## config.mk

```make
export PLATFORM = sky130hd
export DESIGN_NAME = tiop_port
export DESIGN_NICKNAME = d
export VERILOG_FILES = /design/src/core/tiop_port.v
export VERILOG_INCLUDE_DIRS = /design/src /design/src/core
export SDC_FILE = /design/constraint.sdc
export NUM_CORES = 1
export LEC_CHECK = 0
export BUFFER_PORTS_ARGS = -buffer_cell sky130_fd_sc_hd__buf_2
export CORE_MARGIN = 5
export CORE_UTILIZATION = 25
export DETAILED_ROUTE_END_ITERATION = 7
export HOLD_SLACK_MARGIN = 0.05
export PLACE_DENSITY = 0.52
export SYNTH_ARGS = -nofsm -noshare
export SYNTH_HDL_FRONTEND = slang
export SYNTH_SLANG_ARGS = --single-unit
```

## constraint.sdc

```tcl
create_clock -name mclk_in -period 3.05 [get_ports mclk_in]
set_input_delay 0.4575 -clock mclk_in [delete_from_list [all_inputs] [get_ports mclk_in]]
set_output_delay 0.4575 -clock mclk_in [all_outputs]
set_load 0.02 [all_outputs]
```

## src/core/tiop_consts.vh

```
// Functional notes
// - port widths 1..32, whole port one direction
// - drive pins or sample, optional pin condition
// - every core access completes in one cycle
// - open drain: zero pulls low, one floats
// - data passes serdes plus transfer register
// - 16-bit counter schedules transfer time
// - core reads current counter any time
// - counter captured as timestamp per transfer
// - enabled link disables shared port pins
// - narrower enabled port takes shared pins
// - unshared wide pins stay with wide port
// - port always works at own width
// - six clock blocks, block zero reference
// - other clock blocks have programmable rates
// - clock block may use one-bit port pin
// - pin-fed clock block optionally divides
// - inbound strobe qualifies, outbound strobe leads each slice on the pins by one cycle
// - after reset ports use clock block zero
`ifndef TIOP_CONSTS_VH
`define TIOP_CONSTS_VH

// =========================================================
// register offsets
`define TIOP_CTRL        8'h00
`define TIOP_STATUS      8'h04
`define TIOP_TXDATA      8'h08
`define TIOP_RXDATA      8'h0c
`define TIOP_TIME        8'h10
`define TIOP_COUNT       8'h14
`define TIOP_TSTAMP      8'h18
`define TIOP_COND        8'h1c
`define TIOP_CLKCFG1     8'h20
`define TIOP_CLKCFG5     8'h30
`define TIOP_NCTRL       8'h34
`define TIOP_INT_STATUS  8'h38
`define TIOP_INT_MASK    8'h3c
`define TIOP_LINK        8'h40

// =========================================================
// wide port control fields
`define TIOP_C_EN        0
`define TIOP_C_DIR       1
`define TIOP_C_OD        2
`define TIOP_C_CLK_LO    4
`define TIOP_C_CLK_HI    6
`define TIOP_C_COND_EN   8
`define TIOP_C_TIMED     10
`define TIOP_C_STROBE    11
// narrow port extra fields
`define TIOP_N_OUT       8
`define TIOP_N_IN        12
// clock block fields
`define TIOP_K_SRC_PIN   0
`define TIOP_K_DIV_EN    1
`define TIOP_K_DIV_LO    8
`define TIOP_K_DIV_HI    15
// interrupt bits
`define TIOP_I_RX_READY  0
`define TIOP_I_TX_TAKEN  1
`define TIOP_I_RX_OVER   2
`define TIOP_I_COND_MET  3
`define TIOP_I_BITS      4

// =========================================================
// reset values and timing
`define TIOP_CTRL_RST    32'h0000_0000
`define TIOP_CLKCFG_RST  16'h0000
`define TIOP_NUM_CLKBLK  6
`define TIOP_CB0_MHZ     100
`define TIOP_CNT_W       16

`endif

```

## src/core/tiop_port.v

```verilog
`timescale 1ns/1ps
`default_nettype none
`include "tiop_consts.vh"

module tiop_port #(
    parameter WIDTH = 4
) (
    input  wire              mclk_in,
    input  wire              rst_in,
    input  wire              ce_in,
    input  wire              psel_in,
    input  wire              penable_in,
    input  wire              pwrite_in,
    input  wire [7:0]        paddr_in,
    input  wire [31:0]       pwdata_in,
    output reg  [31:0]       prdata_out,
    output reg               pready_out,
    output reg               pslverr_out,
    input  wire [WIDTH-1:0]  pin_in,
    output reg  [WIDTH-1:0]  pin_out,
    output reg  [WIDTH-1:0]  pin_oe_out,
    input  wire              inbound_strobe_in,
    output reg               outbound_strobe_out,
    output reg               irq_out
);

    // slices per word; WIDTH must divide 32
    localparam SHIFTS = 32 / WIDTH;
    localparam NCB    = `TIOP_NUM_CLKBLK;

    // =========================================================
    // pin synchronisers
    reg [WIDTH-1:0] pin_s1;
    reg [WIDTH-1:0] pin_s2;
    reg             clkpin_s3;
    reg             stb_s1;
    reg             stb_s2;

    always @(posedge mclk_in) begin
        if (rst_in) begin
            pin_s1    <= {WIDTH{1'b0}};
            pin_s2    <= {WIDTH{1'b0}};
            clkpin_s3 <= 1'b0;
            stb_s1    <= 1'b0;
            stb_s2    <= 1'b0;
        end else if (ce_in) begin
            pin_s1    <= pin_in;
            pin_s2    <= pin_s1;
            clkpin_s3 <= pin_s2[0];
            stb_s1    <= inbound_strobe_in;
            stb_s2    <= stb_s1;
        end
    end

    // one-bit port pin used as clock source
    // third flop only delays the synced pin
    wire clkpin_edge = pin_s2[0] & ~clkpin_s3;

    // =========================================================
    // registers
    reg [31:0]            ctrl;
    reg [31:0]            nctrl;
    reg [`TIOP_CNT_W-1:0] time_reg;
    reg [WIDTH-1:0]       cond_reg;
    reg                   link_en;
    reg [`TIOP_I_BITS-1:0] int_status;
    reg [`TIOP_I_BITS-1:0] int_mask;
    reg [15:0]            clkcfg [1:NCB-1];

    wire       w_en     = ctrl[`TIOP_C_EN];
    wire       w_out    = ctrl[`TIOP_C_DIR];
    wire       w_od     = ctrl[`TIOP_C_OD];
    wire [2:0] w_clk    = ctrl[`TIOP_C_CLK_HI:`TIOP_C_CLK_LO];

    // narrow port control
    wire       n_en     = nctrl[`TIOP_C_EN];
    wire       n_out    = nctrl[`TIOP_C_DIR];
    wire       n_od     = nctrl[`TIOP_C_OD];
    wire [2:0] n_clk    = nctrl[`TIOP_C_CLK_HI:`TIOP_C_CLK_LO];

    // =========================================================
    // clock blocks
    // block 0 ticks every cycle
    wire [NCB-1:0] tick;
    assign tick[0] = 1'b1;

    genvar g;
    generate
        for (g = 1; g < NCB; g = g + 1) begin : cb
            // one tick per limit+1 events
            reg  [7:0] div_cnt;
            wire       src_pin = clkcfg[g][`TIOP_K_SRC_PIN];
            wire [7:0] div     = clkcfg[g][`TIOP_K_DIV_HI:`TIOP_K_DIV_LO];
            wire [7:0] limit   = (src_pin & ~clkcfg[g][`TIOP_K_DIV_EN]) ? 8'h00 : div;
            wire       evt     = src_pin ? clkpin_edge : 1'b1;
            reg        tk;
            always @(posedge mclk_in) begin
                if (rst_in) begin
                    div_cnt <= 8'h00;
                    tk      <= 1'b0;
                end else if (ce_in) begin
                    tk <= 1'b0;
                    if (evt) begin
                        if (div_cnt >= limit) begin
                            div_cnt <= 8'h00;
                            tk      <= 1'b1;
                        end else begin
                            div_cnt <= div_cnt + 8'h01;
                        end
                    end
                end
            end
            assign tick[g] = tk;
        end
    endgenerate

    // select out of range gives no tick
    wire w_tick = (w_clk < NCB) ? tick[w_clk] : 1'b0;
    wire n_tick = (n_clk < NCB) ? tick[n_clk] : 1'b0;

    // =========================================================
    // wide port datapath
    reg [`TIOP_CNT_W-1:0] w_count;
    reg [`TIOP_CNT_W-1:0] tstamp;
    reg [31:0]            tx_reg;
    reg                   tx_full;
    reg [31:0]            rx_reg;
    reg                   rx_full;
    reg [31:0]            shift;
    reg [5:0]             sh_cnt;
    reg                   cond_hit;
    reg [WIDTH-1:0]       w_drive;

    wire time_ok  = ~ctrl[`TIOP_C_TIMED] | (w_count == time_reg);
    wire cond_now = (pin_s2 == cond_reg);
    wire cond_ok  = ~ctrl[`TIOP_C_COND_EN] | cond_hit | cond_now;
    wire stb_ok   = ~ctrl[`TIOP_C_STROBE] | stb_s2;
    // time match gates the first slot only
    wire slot_ok  = (sh_cnt != 6'd0) | time_ok;
    wire in_step  = w_en & ~w_out & w_tick & cond_ok & stb_ok & slot_ok;
    wire in_last  = in_step & (sh_cnt == SHIFTS - 1);
    wire tx_load  = w_en & w_out & w_tick & (sh_cnt == 6'd0) & tx_full & time_ok;
    wire tx_step  = w_en & w_out & w_tick & (sh_cnt != 6'd0);

    // apb decode
    // writes land only with the answer
    wire        setup  = psel_in & ~penable_in;
    wire        access = psel_in & penable_in;
    wire        wr     = access & pwrite_in & pready_out;
    wire        rd_rx  = setup & ~pwrite_in & (paddr_in == `TIOP_RXDATA);
    wire        wr_tx  = wr & (paddr_in == `TIOP_TXDATA);
    wire        cond_evt = w_en & ~w_out & ctrl[`TIOP_C_COND_EN] & ~cond_hit & cond_now;

    always @(posedge mclk_in) begin
        if (rst_in) begin
            w_count  <= {`TIOP_CNT_W{1'b0}};
            tstamp   <= {`TIOP_CNT_W{1'b0}};
            tx_reg   <= 32'h0000_0000;
            tx_full  <= 1'b0;
            rx_reg   <= 32'h0000_0000;
            rx_full  <= 1'b0;
            shift    <= 32'h0000_0000;
            sh_cnt   <= 6'd0;
            cond_hit <= 1'b0;
            w_drive  <= {WIDTH{1'b0}};
            outbound_strobe_out <= 1'b0;
        end else if (ce_in) begin
            outbound_strobe_out <= 1'b0;
            if (w_tick) begin
                w_count <= w_count + 16'h0001;
            end
            if (cond_evt) begin
                cond_hit <= 1'b1;
            end
            // output: transfer register to serdes, then to pins
            if (wr_tx & ~tx_full) begin
                tx_reg  <= pwdata_in;
                tx_full <= 1'b1;
            end
            if (tx_load) begin
                shift   <= tx_reg;
                sh_cnt  <= SHIFTS[5:0];
                tx_full <= 1'b0;
                tstamp  <= w_count;
            end else if (tx_step) begin
                w_drive <= shift[WIDTH-1:0];
                shift   <= shift >> WIDTH;
                sh_cnt  <= sh_cnt - 6'd1;
                outbound_strobe_out <= 1'b1;
            end
            // input: pins into serdes, then transfer register
            if (rd_rx) begin
                rx_full <= 1'b0;
            end
            if (in_step) begin
                shift <= {pin_s2, shift[31:WIDTH]};
                if (in_last) begin
                    rx_reg   <= {pin_s2, shift[31:WIDTH]};
                    rx_full  <= 1'b1;
                    sh_cnt   <= 6'd0;
                    tstamp   <= w_count;
                    cond_hit <= 1'b0;
                end else begin
                    sh_cnt <= sh_cnt + 6'd1;
                end
            end
        end
    end

    // =========================================================
    // narrow one-bit port on pin 0
    reg [`TIOP_CNT_W-1:0] n_count;
    reg                   n_in;
    reg                   n_drive;

    always @(posedge mclk_in) begin
        if (rst_in) begin
            n_count <= {`TIOP_CNT_W{1'b0}};
            n_in    <= 1'b0;
            n_drive <= 1'b0;
        end else if (ce_in) begin
            if (n_tick) begin
                n_count <= n_count + 16'h0001;
                if (n_en & ~n_out) begin
                    n_in <= pin_s2[0];
                end
                if (n_en & n_out) begin
                    n_drive <= nctrl[`TIOP_N_OUT];
                end
            end
        end
    end

    // =========================================================
    // pin ownership and drive
    // link, then narrow port, then wide port
    integer i;
    reg [WIDTH-1:0] next_pin_out;
    reg [WIDTH-1:0] next_pin_oe;

    always @* begin
        next_pin_out = {WIDTH{1'b0}};
        next_pin_oe  = {WIDTH{1'b0}};
        for (i = 0; i < WIDTH; i = i + 1) begin
            if (link_en) begin
                next_pin_oe[i] = 1'b0;
            end else if (i == 0 && n_en) begin
                if (n_out) begin
                    next_pin_out[i] = n_od ? 1'b0 : n_drive;
                    next_pin_oe[i]  = n_od ? ~n_drive : 1'b1;
                end
            end else if (w_en & w_out) begin
                next_pin_out[i] = w_od ? 1'b0 : w_drive[i];
                next_pin_oe[i]  = w_od ? ~w_drive[i] : 1'b1;
            end
        end
    end

    always @(posedge mclk_in) begin
        if (rst_in) begin
            pin_out    <= {WIDTH{1'b0}};
            pin_oe_out <= {WIDTH{1'b0}};
        end else if (ce_in) begin
            pin_out    <= next_pin_out;
            pin_oe_out <= next_pin_oe;
        end
    end

    // =========================================================
    // interrupt status
    // new word while the last is unread
    wire                    rx_over = in_last & rx_full & ~rd_rx;
    wire [`TIOP_I_BITS-1:0] events = {cond_evt, rx_over, tx_load, in_last};
    wire [`TIOP_I_BITS-1:0] w1c    = (wr && paddr_in == `TIOP_INT_STATUS) ?
                                     pwdata_in[`TIOP_I_BITS-1:0] : {`TIOP_I_BITS{1'b0}};

    always @(posedge mclk_in) begin
        if (rst_in) begin
            int_status <= {`TIOP_I_BITS{1'b0}};
            irq_out    <= 1'b0;
        end else if (ce_in) begin
            // set wins over a same-cycle clear
            int_status <= (int_status & ~w1c) | events;
            irq_out    <= |(int_status & int_mask);
        end
    end

    // =========================================================
    // register writes
    // read-only offsets fall through
    integer k;
    always @(posedge mclk_in) begin
        if (rst_in) begin
            ctrl     <= `TIOP_CTRL_RST;
            nctrl    <= `TIOP_CTRL_RST;
            time_reg <= {`TIOP_CNT_W{1'b0}};
            cond_reg <= {WIDTH{1'b0}};
            link_en  <= 1'b0;
            int_mask <= {`TIOP_I_BITS{1'b0}};
            for (k = 1; k < NCB; k = k + 1) begin
                clkcfg[k] <= `TIOP_CLKCFG_RST;
            end
        end else if (ce_in && wr) begin
            case (paddr_in)
                `TIOP_CTRL:     ctrl     <= pwdata_in;
                `TIOP_NCTRL:    nctrl    <= pwdata_in;
                `TIOP_TIME:     time_reg <= pwdata_in[`TIOP_CNT_W-1:0];
                `TIOP_COND:     cond_reg <= pwdata_in[WIDTH-1:0];
                `TIOP_LINK:     link_en  <= pwdata_in[0];
                `TIOP_INT_MASK: int_mask <= pwdata_in[`TIOP_I_BITS-1:0];
                default: begin
                    for (k = 1; k < NCB; k = k + 1) begin
                        if (paddr_in == `TIOP_CLKCFG1 + 4 * k - 4) begin
                            clkcfg[k] <= pwdata_in[15:0];
                        end
                    end
                end
            endcase
        end
    end

    // =========================================================
    // register reads, zero wait states
    // answer stands until the next setup
    reg [31:0] rd_mux;
    reg        rd_ok;
    integer j;

    always @* begin
        rd_mux = 32'h0000_0000;
        rd_ok  = 1'b1;
        case (paddr_in)
            `TIOP_CTRL:       rd_mux = ctrl;
            `TIOP_STATUS:     rd_mux = {sh_cnt, cond_hit, 23'h0, tx_full, rx_full};
            `TIOP_TXDATA:     rd_mux = tx_reg;
            `TIOP_RXDATA:     rd_mux = rx_reg;
            `TIOP_TIME:       rd_mux = {16'h0000, time_reg};
            `TIOP_COUNT:      rd_mux = {16'h0000, w_count};
            `TIOP_TSTAMP:     rd_mux = {16'h0000, tstamp};
            `TIOP_COND:       rd_mux[WIDTH-1:0] = cond_reg;
            `TIOP_NCTRL:      rd_mux = {n_count, 3'h0, n_in, nctrl[11:0]};
            `TIOP_INT_STATUS: rd_mux[`TIOP_I_BITS-1:0] = int_status;
            `TIOP_INT_MASK:   rd_mux[`TIOP_I_BITS-1:0] = int_mask;
            `TIOP_LINK:       rd_mux[0] = link_en;
            default: begin
                rd_ok = 1'b0;
                for (j = 1; j < NCB; j = j + 1) begin
                    if (paddr_in == `TIOP_CLKCFG1 + 4 * j - 4) begin
                        rd_mux = {16'h0000, clkcfg[j]};
                        rd_ok  = 1'b1;
                    end
                end
            end
        endcase
    end

    always @(posedge mclk_in) begin
        if (rst_in) begin
            prdata_out  <= 32'h0000_0000;
            pready_out  <= 1'b0;
            pslverr_out <= 1'b0;
        end else if (ce_in) begin
            pready_out <= 1'b1;
            if (setup) begin
                prdata_out  <= pwrite_in ? 32'h0000_0000 : rd_mux;
                pslverr_out <= ~rd_ok;
            end
        end
    end

endmodule

`default_nettype wire

```

==> impl_metrics.csv <==
group,metric,value,unit
status,status,"finished, violations left",
status,violations,"design-rule violations",
finish,fin_cells,3218,
finish,largest_reg_flops,80,
yosys,synthesis.area,18900,µm²
timing,finalSetupViolCount,0,
timing,skew,0.0276,ns
die,die-area,81000,µm²
clocking,clock-sinks,412,
timing,max_freq,351,MHz
die,dieWidth,285,µm
clocking,cts-hold-fix-buffers,0,
placed_design,pre_cts_ws,0.143,ns
yosys,synth_seq_cells,412,
yosys,syn_nets,2230,
timing,fin_crit_sh,93.4,%
power_and_ir_drop,p_leak,7.97,nW
grt,gr-usage-met1,21.3,%
timing,timing.final.ws_setup,0.203,ns
finish,design_area,22200,µm²
timing,finalHoldViolCount,0,
yosys,postSynthCellCount,2130,
routing,finalWirelength,63.8,mm
critical_path,critical_path_class,"reg2reg",
yosys,synth_area_leaders,"dfxtp_1 35%, edfxtp_1 13%, nand2_1 8.0%, a21oi_1 6.1%, nor2_1 3.8%",
finish,drive_above_1_share,12.6,%
timing,tns,0,ns
timing,slew_headroom,26.8,%
timing,fin_hold_ws,0.122,ns
routing,vias_per_cell,5.00,
timing,fin_crit,2.85,ns
die,row_count,100,
yosys,yosys_warnings,0,
die,start_util,25.3,%
power_and_ir_drop,max-vdd-ir-drop,359,µV
power_and_ir_drop,p_per_area,524,nW/µm²
grt,met2_usage,24.1,%
yosys,async_flop_share,0,%
yosys,synth-adder-area-share,3.25,%
yosys,yosysMostFrequentCell,"nand2_1",
timing,rsz0062_at_grt,"false",
grt,grt_pass1_vias,15635,
clocking,clk_pin_slew,0.06,ns
critical_path,cp.arrival,3.31,ns
routing,via_count,16086,
critical_path,crit_required,3.51,ns
yosys,synth_top_area_share,35.2,%
grt,grt_pass1_wl,97.1,mm
finish,regMostFlops,"clkcfg",
yosys,synth_top_family_by_area,"simple AND/OR/NAND/NOR gates",
yosys,yosys.area_share.simple,20.2,%
clocking,ctsResizeCount,0,
worst_hold_path,min_path_type,"in2reg",
grt,antenna_found_initial,4,
yosys,synth_mux_area_share,3.85,%
grt,grt-ovfl-total,0,
clocking,cts_buffers,46,
routing,remaining_drc_errors,3,
finish,area_delta_synth_final,17.9,%
clocking,cts-root-buf,"clkbuf_16",
die,core_area,74600,µm²
finish,largest_registers,"clkcfg (80), cb.div_cnt (40)",
finish,fill_cells,7842,
placed_design,dp_hpwl,45.3,mm
critical_path,setup.worst_path.start_class,"register",
finish,multi_input_area,9190,µm²
routing,antenna_left,0,
yosys,ys_types,69,
placed_design,numPlacedInstances,3133,
yosys,synthXorXnorAreaFrac,3.62,%
clocking,insertion_delay,0.58,ns
grt,grt.busiest_layer,"met2",
finish,n_antenna_cell,0,
routing,first_pass_iters,8,
yosys,yosysTopAreaCell,"dfxtp_1",
clocking,htreeDepth,2,
clocking,cts_buffer_depth,3,
finish,regArea,9050,µm²
placed_design,portBuffers,94,
timing,tightest_slew,1.10,ns
yosys,yosysSeqAreaShare,48.0,%
yosys,synth_compound_area_share,17.6,%
placed_design,finalWeightedCongestion,0.871,
grt,grt_max_degree,200,
yosys,ys_top_cells_by_count,"401 x nand2_1, 332 x dfxtp_1, 231 x a21oi_1",
clocking,cts_setup_buffers,0,
yosys,synth_edf_count,80,
job,drv_cap,0,
routing,drt_iter0_markers,1436,
critical_path,crit_fanout,32,
timing,drv_slew,0,
grt,met3_usage,2.64,%
critical_path,crit_path_end_kind,"register",
die,num_io_pins,95,
yosys,syn_avg_cell_area,8.85,µm²
grt,grt_usage,15.1,%
clocking,tritoncts,"yes",
routing,wl_per_cell,19.8,µm
yosys,synthFlopType,"dfxtp_1",
placed_design,placed_area,20800,µm²
finish,finalNetCount,2312,
die,die_h,285,µm
## metrics by stage
stage,power (mW),util [%]
after floorplan,6.05,-
after global placement,6.28,27.8
after detailed placement,6.29,27.8
after CTS,11.8,29.8
after global routing,12.1,29.8
final,11.7,29.8
## report_power, final
| part | leakage, nW | internal (mW) | switching (mW) | total, mW |
|---|---|---|---|---|
| Sequential | 3.50 | 5.61 | 0.0511 | 5.66 |
| Clock | 0.718 | 3.16 | 2.32 | 5.48 |
| Combinational | 3.76 | 0.164 | 0.346 | 0.511 |
## worst paths after layout
check,start,end,slack (ns),depth (start not counted)
worst min register to register,prdata_out[2],prdata_out[2],0.45,2
worst min-delay path,inbound_strobe_in,stb_s1,0.12,3
worst max register to register,w_count[13],shift[13],0.20,9
worst max-delay path,w_count[13],shift[13],0.20,9
## final cells by class
type                            count  area share, %
Tap cell                          969           5.45
Clock inverter                     16          0.602
Timing Repair Buffer              183           5.62
Inverter                           21          0.355
Sequential cell                   412           40.7
Clock buffer                       69           5.93
Multi-Input combinational cell   1548           41.3
## routing by layer
| metal | vias to the layer above | share of wire (%) |
|---|---|---|
| li1 | 7679 | - |
| met1 | 7722 | 45 |
| met2 | 577 | 45 |
| met3 | 108 | 7.6 |
| met4 | 0 | 2.2 |
| met5 | - | 0 |
## logic make-up after synthesis
family          count (synthesis)
mux                            71
buf+inv                       170
simple gates                  843
flops                         412
xor+xnor                       78
compound gates                507
fa+ha+maj                      49
## cell usage in the layout, fill, tap and decap left out, types with 9 or more instances in the layout
cell,n
a211oi_1,33
a21o_1,16
a21oi_1,231
a221oi_1,44
a22o_1,25
a22oi_1,45
a311oi_1,10
and2_1,88
and3_1,18
buf_2,93
buf_4,81
clkbuf_1,16
clkbuf_16,47
clkinv_2,9
dfxtp_1,329
edfxtp_1,80
ha_1,49
inv_1,20
mux2i_1,68
nand2_1,401
nand2b_1,13
nand3_1,18
nand4_1,28
nor2_1,189
nor3_1,17
o21ai_0,21
o21ai_1,10
o22ai_1,18
or3_1,24
xnor2_1,26
xor2_1,52
## critical path, cell delays in order, from the launching register on
cell       delay, ns
dfxtp_2         0.37
xnor2_1         0.29
nand4_1         0.16
o41a_1          0.50
a2111oi_4       0.45
nor2_2          0.15
o21ai_4         0.28
buf_12          0.22
nor2_1          0.05
a211oi_1        0.24
Power figures use the tool's default switching activity.
